`src/verilog/wwdg_pkg.sv`:
```
/*
 * constants for the window watchdog: register offsets, field positions,
 * reset values and cycle counts.
 * assumes a 10 MHz system clock standing in for the oscillator clock.
 */
package wwdg_pkg;
    localparam logic [3:0]  CTRL_OFFSET      = 4'h0;
    localparam logic [3:0]  WINDOW_OFFSET    = 4'h4;
    localparam logic [3:0]  STATUS_OFFSET    = 4'h8;
    localparam int          ACT_BIT          = 7;
    localparam int          TOP_BIT          = 6;
    localparam logic [7:0]  CTRL_RESET       = 8'h7F;
    localparam logic [6:0]  WINDOW_RESET     = 7'h7F;
    localparam logic [6:0]  EXPIRE_FROM      = 7'h40;
    localparam int          PRESCALE_CYCLES  = 16384;
    localparam int          SHORT_WAKE       = 256;
    localparam int          LONG_WAKE        = 4096;
    localparam int          RST_PULSE_CYCLES = 300;
    localparam int          DELAY_W          = 13;

    typedef enum logic [1:0] {
        RUN,
        HALT_ONE,
        STOPPED,
        WAKE_DELAY
    } mode_t;
endpackage

```
`src/verilog/window_watchdog.sv`:
```
/*
 * window watchdog: free-running 7-bit downcounter with a refresh window,
 * a classic Wishbone register slave and halt handling.
 * assumes the cpu reports halt requests, wake events and slow/wait modes
 * as same-clock pulses or levels; reset_request_o drives the chip reset.
 */
// The address map and the Wishbone register port were chosen for this implementation.
// Overview of operation
// - counter decrements once every 16384 oscillator clocks from a free prescaler.
// - active and counter falls from 40h to 3Fh: drive reset low.
// - active and control written while counter above window: reset.
// - software mode starts disabled; activation bit set by software, cleared by reset.
// - hardware-enable option keeps watchdog active; activation bit ignored.
// - counter keeps counting even while the watchdog is disabled.
// - writing activation set with top bit clear gives a software reset.
// - active with reset-on-halt option and interrupt enable clear: halt instruction produces reset.
// - low six counter bits program timeout in 64 steps.
// - slow mode does not change counting rate.
// - wait mode does not change counting.
// - plain halt: no reset, one decrement, then stopped and harmless.
// - wake from halt by interrupt: resume after 256 or 4096 clocks.
// - reset ending halt returns to disabled state unless hardware-enabled.
// - active, interrupt enable clear and halt option set: reset instead of halt.
// - active halt stops counter without reset; interrupt restarts at once.
// - reset ending active halt: resume counting after 4096 clocks.
// - control and window registers reset to 7Fh.
// - control holds activation at bit 7, counter 6:0; window holds 6:0.
`timescale 1ns/1ps
module window_watchdog (
    input  wire logic        clk_i,
    input  wire logic        rst_i,
    input  wire logic        cyc_i,
    input  wire logic        stb_i,
    input  wire logic        we_i,
    input  wire logic [3:0]  adr_i,
    input  wire logic [3:0]  sel_i,
    input  wire logic [31:0] dat_i,
    output logic      [31:0] dat_o,
    output logic             ack_o,
    input  wire logic        hw_enable_option_i,
    input  wire logic        halt_reset_option_i,
    input  wire logic        oscillator_interrupt_enable_i,
    input  wire logic        long_wake_delay_i,
    input  wire logic        halt_request_i,
    input  wire logic        wake_interrupt_i,
    input  wire logic        resumed_after_active_halt_i,
    input  wire logic        slow_mode_i,
    input  wire logic        wait_mode_i,
    output logic             reset_request_o,
    output logic             reset_pin_n_o,
    output logic             counter_stopped_o
);
    import wwdg_pkg::*;

    localparam logic [13:0] PRESCALE_LAST = 14'(PRESCALE_CYCLES - 1);
    localparam logic [8:0]  PULSE_LAST    = 9'(RST_PULSE_CYCLES - 1);

    typedef struct packed {
        logic              activation_bit;
        logic [6:0]        counter;
        logic [6:0]        window;
        logic [13:0]       prescale;
        mode_t             mode;
        logic [DELAY_W-1:0] delay;
        logic [8:0]        pulse;
        logic              pulse_on;
        logic              ack;
        logic [31:0]       rdata;
    } state_t;

    state_t s_q;
    state_t s_d;

    logic active;
    logic tick;
    logic ctrl_wr;
    logic win_wr;
    logic rd;
    logic fire;
    logic counting;

    function automatic logic hit(input logic [3:0] a, input logic [3:0] off);
        hit = (a == off);
    endfunction

    // slow and wait modes never touch this path, so the rate is unchanged
    assign active   = hw_enable_option_i | s_q.activation_bit;
    assign counting = (s_q.mode == RUN) || (s_q.mode == HALT_ONE);
    assign tick     = (s_q.prescale == PRESCALE_LAST);
    // writes land on the edge that samples ack high, where the master sees them done
    assign ctrl_wr  = cyc_i & stb_i & we_i & s_q.ack & sel_i[0] & hit(adr_i, CTRL_OFFSET);
    assign win_wr   = cyc_i & stb_i & we_i & s_q.ack & sel_i[0] & hit(adr_i, WINDOW_OFFSET);
    assign rd       = cyc_i & stb_i & ~we_i & ~s_q.ack;

    always_comb begin
        s_d   = s_q;
        fire  = 1'b0;
        s_d.ack = cyc_i & stb_i & ~s_q.ack;

        // prescaler is free and never reset by a refresh, hence the min/max spread
        s_d.prescale = s_q.prescale + 14'h0001;
        if (counting && tick) begin
            s_d.counter = s_q.counter - 7'h01;
            if (active && s_q.counter == EXPIRE_FROM && s_q.mode == RUN) begin
                fire = 1'b1;
            end
            if (s_q.mode == HALT_ONE) begin
                s_d.mode = STOPPED;
            end
        end

        if (win_wr) begin
            s_d.window = dat_i[6:0];
        end
        if (ctrl_wr) begin
            if (active && s_q.counter > s_q.window) begin
                fire = 1'b1;
            end
            if (dat_i[ACT_BIT]) begin
                s_d.activation_bit = 1'b1;
            end
            if ((dat_i[ACT_BIT] | active) && !dat_i[TOP_BIT]) begin
                fire = 1'b1;
            end
            s_d.counter = dat_i[6:0];
        end

        unique case (s_q.mode)
            RUN: begin
                if (halt_request_i) begin
                    if (oscillator_interrupt_enable_i) begin
                        s_d.mode = STOPPED;
                    end else if (halt_reset_option_i && active) begin
                        fire = 1'b1;
                    end else begin
                        s_d.mode = HALT_ONE;
                    end
                end
            end
            HALT_ONE, STOPPED: begin
                if (wake_interrupt_i) begin
                    if (oscillator_interrupt_enable_i) begin
                        s_d.mode = RUN;
                    end else begin
                        s_d.mode  = WAKE_DELAY;
                        s_d.delay = long_wake_delay_i ? DELAY_W'(LONG_WAKE - 1)
                                                      : DELAY_W'(SHORT_WAKE - 1);
                    end
                end
            end
            WAKE_DELAY: begin
                if (s_q.delay == '0) begin
                    s_d.mode = RUN;
                end else begin
                    s_d.delay = s_q.delay - DELAY_W'(1);
                end
            end
        endcase

        if (fire && !s_q.pulse_on) begin
            s_d.pulse_on = 1'b1;
            s_d.pulse    = PULSE_LAST;
        end else if (s_q.pulse_on) begin
            if (s_q.pulse == '0) begin
                s_d.pulse_on = 1'b0;
            end else begin
                s_d.pulse = s_q.pulse - 9'h001;
            end
        end

        s_d.rdata = 32'h0000_0000;
        if (rd) begin
            if (hit(adr_i, CTRL_OFFSET)) begin
                s_d.rdata[7:0] = {s_q.activation_bit, s_q.counter};
            end else if (hit(adr_i, WINDOW_OFFSET)) begin
                s_d.rdata[6:0] = s_q.window;
            end else if (hit(adr_i, STATUS_OFFSET)) begin
                s_d.rdata[2:0] = {active, counting, s_q.pulse_on};
            end
        end
    end

    always_ff @(posedge clk_i) begin
        if (rst_i) begin
            s_q.activation_bit <= 1'b0;
            s_q.counter        <= CTRL_RESET[6:0];
            s_q.window         <= WINDOW_RESET;
            s_q.prescale       <= 14'h0000;
            // reset may end active halt; long delay taken as the safe figure
            s_q.mode           <= resumed_after_active_halt_i ? WAKE_DELAY : RUN;
            s_q.delay          <= DELAY_W'(LONG_WAKE - 1);
            s_q.pulse          <= 9'h000;
            s_q.pulse_on       <= 1'b0;
            s_q.ack            <= 1'b0;
            s_q.rdata          <= 32'h0000_0000;
        end else begin
            s_q <= s_d;
        end
    end

    assign dat_o             = s_q.rdata;
    assign ack_o             = s_q.ack;
    assign reset_request_o   = s_q.pulse_on;
    assign reset_pin_n_o     = ~s_q.pulse_on;
    assign counter_stopped_o = ~counting;
endmodule // window_watchdog

```
`config.mk`:
```
export PLATFORM = sky130hd
export DESIGN_NAME = window_watchdog
export DESIGN_NICKNAME = d
export VERILOG_FILES = /design/src/verilog/wwdg_pkg.sv /design/src/verilog/window_watchdog.sv
export SDC_FILE = /design/constraint.sdc
export NUM_CORES = 1
export LEC_CHECK = 0
export ABC_CLOCK_PERIOD_IN_PS = 4600
export BUFFER_PORTS_ARGS = -buffer_cell sky130_fd_sc_hd__buf_4
export CAP_MARGIN = 10
export CORE_MARGIN = 2
export CORE_UTILIZATION = 35
export DETAILED_ROUTE_END_ITERATION = 12
export PLACE_DENSITY_LB_ADDON = 0.05
export SLEW_MARGIN = 40
export SYNTH_ARGS = -nofsm -noshare
export SYNTH_HDL_FRONTEND = slang
export SYNTH_SLANG_ARGS = --single-unit
```
`constraint.sdc`:
```
create_clock -name clk_i -period 4.6 [get_ports clk_i]
set_input_delay 0.46 -clock clk_i [delete_from_list [all_inputs] [get_ports clk_i]]
set_output_delay 0.46 -clock clk_i [all_outputs]
set_load 0.02 [all_outputs]
```
==> impl_metrics.yaml <==
cells_and_area:
  antenna_cells: 0
  drive_gt1_share_pct: 14.7
  final_cell_count_no_fill: 598
  area_growth_pct: 11.4
  nNetsFinal: 527
grt:
  grt_pass1_wl_mm: 14.0
  grt_pass1_vias: 2836
  grt_antenna_before_repair: 0
  grt_max_degree: 40
  overflow: 0
  track_usage_pct: 15.6
worst_setup_path:
  cp-start-kind: "flop"
  crit_path_end_kind: "flop"
  cp.arrival_ns: 3.22
  crit_fanout: 17
  required_ns: 4.84
  crit_type: "flop to flop"
drt:
  initialDrtViolationCount: 100
  vias_per_cell: 5.03
  wl_per_cell_um: 13.6
  drc_errors: 0
  vias: 3005
  drtAntennaViolNets: 0
  wl_met2_mm: 3.66
  maxUsedRoutingLayer: "met4"
  wl_mm: 8.10
  firstDrtPassIters: 4
  dr_wl_met3_um: 352
  m1WireLength_mm: 3.93
clock_tree:
  cts_setup_buffers: 0
  clkTransAtPathRegs_ns: 0.08
  cts.sinks: 63
  cts_tree: "built"
  hold_buffers: 0
  numCtsBuffers: 9
  cts_root_buffer: "clkbuf_8"
  clk_latency_ns: 0.35
  cts_buffer_depth: 2
  htree_levels: 3
  cts-resized-gates: 0
sta:
  min_period_ns: 2.98
  hold_viol_final: 0
  setup_viol: 0
  min_period_over_period_pct: 64.8
  rsz0062_at_grt: "false"
  worst_slack_ns: 1.62
  fin_setup_tns_ns: 0
  skew_ns: 0.00937
  relSlewSlack_pct: 51.5
  fmax_mhz: 335
  worst_pin_slew_ns: 0.720
  slew_viol_final: 0
status:
  outcome: "finished, final reports clean"
floorplan:
  die_x_um: 106
  core_mm2: 0.0102
  dieArea_mm2: 0.0112
  io-pin-count: 90
  start_util_pct: 35.5
  die-height_um: 106
  rows: 37
place:
  io_buffers: 36
  place_congestion: 0.776
  place_ws_ns: 1.67
  dp_hpwl_mm: 5.79
  dp.cells: 582
hold_path:
  hp-class: "input port to flop"
run:
  max_cap_violations: 0
power_and_ir_drop:
  cellLeakagePower_nw: 1.62
  irDropWorstVdd_uv: 155
  powerDensity_mw_per_mm2: 374
synthesis:
  synthesis.area_mm2: 0.00361
  ys_types: 60
  yosysSeqAreaShare_pct: 34.9
  yosys_warnings: 0
  synth_edf_count: 0
  synth_cells: 436
  synthFlopType: "dfxtp_1"
  syn_area_per_cell_um2: 8.29
  synthArstFlopShare_pct: 0
  synth_seq_cells: 63
[per-stage QoR]
| step | util [%] | power (W) | hold WS [ns] | area [µm²] |
|---|---|---|---|---|
| 4_1_cts | 39.5 | 0.00152 | 0.324 | 4030 |
| 2_1_floorplan | - | 0.000898 | 0.428 | 3700 |
| 3_5_place_dp | 37.3 | 0.000970 | 0.451 | 3800 |
| 3_3_place_gp | 37.3 | 0.000971 | 0.447 | 3790 |
| 6_report | 39.5 | 0.00151 | 0.347 | 4030 |
| 5_1_grt | 39.5 | 0.00160 | 0.338 | 4030 |
[Yosys cell counts (all sizes together), types with 3 or more instances]
library cell  count  area [µm²]
and3              5        31.3
a221o             4        40.0
or3               7        48.8
o211ai           10        75.1
clkbuf           12        65.1
a211oi            3        22.5
o31ai             8        97.6
nor4              6        37.5
nor2b             3        18.8
nand4            10        62.6
o21a              3        22.5
o21ai            28         140
nor3             21         110
dfxtp            63        1260
a21oi            22         110
a31oi             7        43.8
buf              37         287
nand3            11        55.1
inv              19        71.3
nor2             38         143
or2               3        18.8
xnor2             8        70.1
xor2              8        70.1
a31o              3        26.3
ha               16         200
or4               4        33.8
mux2i             6        60.1
nand2            43         161
[layer usage]
metal / track usage (%) / vias up
met5: 0 / -
met4: 7.80 / 0
met3: 3.03 / 14
met2: 23.9 / 75
met1: 20.9 / 1366
li1: - / 1550
[where the power goes]
group          total, W  leakage (nW)  switching (W)  internal, W
Sequential     0.000640         0.512      0.0000477     0.000592
Combinational  0.000322         0.999       0.000197     0.000125
Clock          0.000545         0.105       0.000239     0.000306
Total           0.00151          1.62       0.000484      0.00102
[worst max-delay path, cell delays in order (launching register included)]
cell and delay, ns:
dfxtp_1 0.42, ha_1 0.57, clkinv_1 0.43, o21bai_1 0.35, o31a_1 0.59, o21ai_0 0.18
a221o_1 0.33
[worst paths after layout]
kind | from | to | slack (ns) | depth (start not counted)
setup / recovery | s_q[56] | s_q[49] | 1.62 | 6
hold / removal | dat_i[4] | s_q[76] | 0.35 | 3
setup reg to reg | s_q[56] | s_q[49] | 1.62 | 6
hold reg to reg | s_q[58] | s_q[58] | 0.46 | 1
[cell usage in the layout (no fill, tap or decap), types with 4 or more instances in the layout]
master / n
nor4_1: 5
o211ai_1: 10
a21oi_1: 22
nor3_1: 20
dfxtp_1: 63
nand3_1: 11
o21ai_0: 25
xnor2_1: 8
xor2_1: 8
and3_1: 5
clkbuf_8: 9
o31ai_1: 4
inv_1: 19
mux2i_1: 6
a31oi_1: 7
buf_4: 36
or3_1: 6
nand4_1: 10
ha_1: 16
conb_1: 24
nand2_1: 43
nor2_1: 38
a221o_1: 4
[state kept, by name, indices dropped and copies added, names as in the netlist]
signal / count
ack_o: 1
s_q: 53
reset_request_o: 1
dat_o: 8
[cell families (layout without fill, tap and decap cells)]
kind of cell,Yosys count,in the layout,synth area share [%]
flops,63,63,34.9
xor+xnor,16,16,3.88
compound gates,102,102,19.5
other cells,1,24,0.104
mux,6,6,1.66
simple gates,163,163,22.6
fa+ha+maj,16,16,5.54
buf+inv,69,72,11.8
[cell type report]
| type | instances | area [µm²] |
|---|---|---|
| Clock inverter | 7 | 97.6 |
| Sequential cell | 63 | 1260 |
| Inverter | 20 | 75.1 |
| Timing Repair Buffer | 36 | 270 |
| Clock buffer | 9 | 124 |
| Multi-Input combinational cell | 327 | 2030 |
| Tap cell | 136 | 170 |
| Fill cell | 1060 | 6160 |
Note: power is estimated with default switching activity, not from simulation.
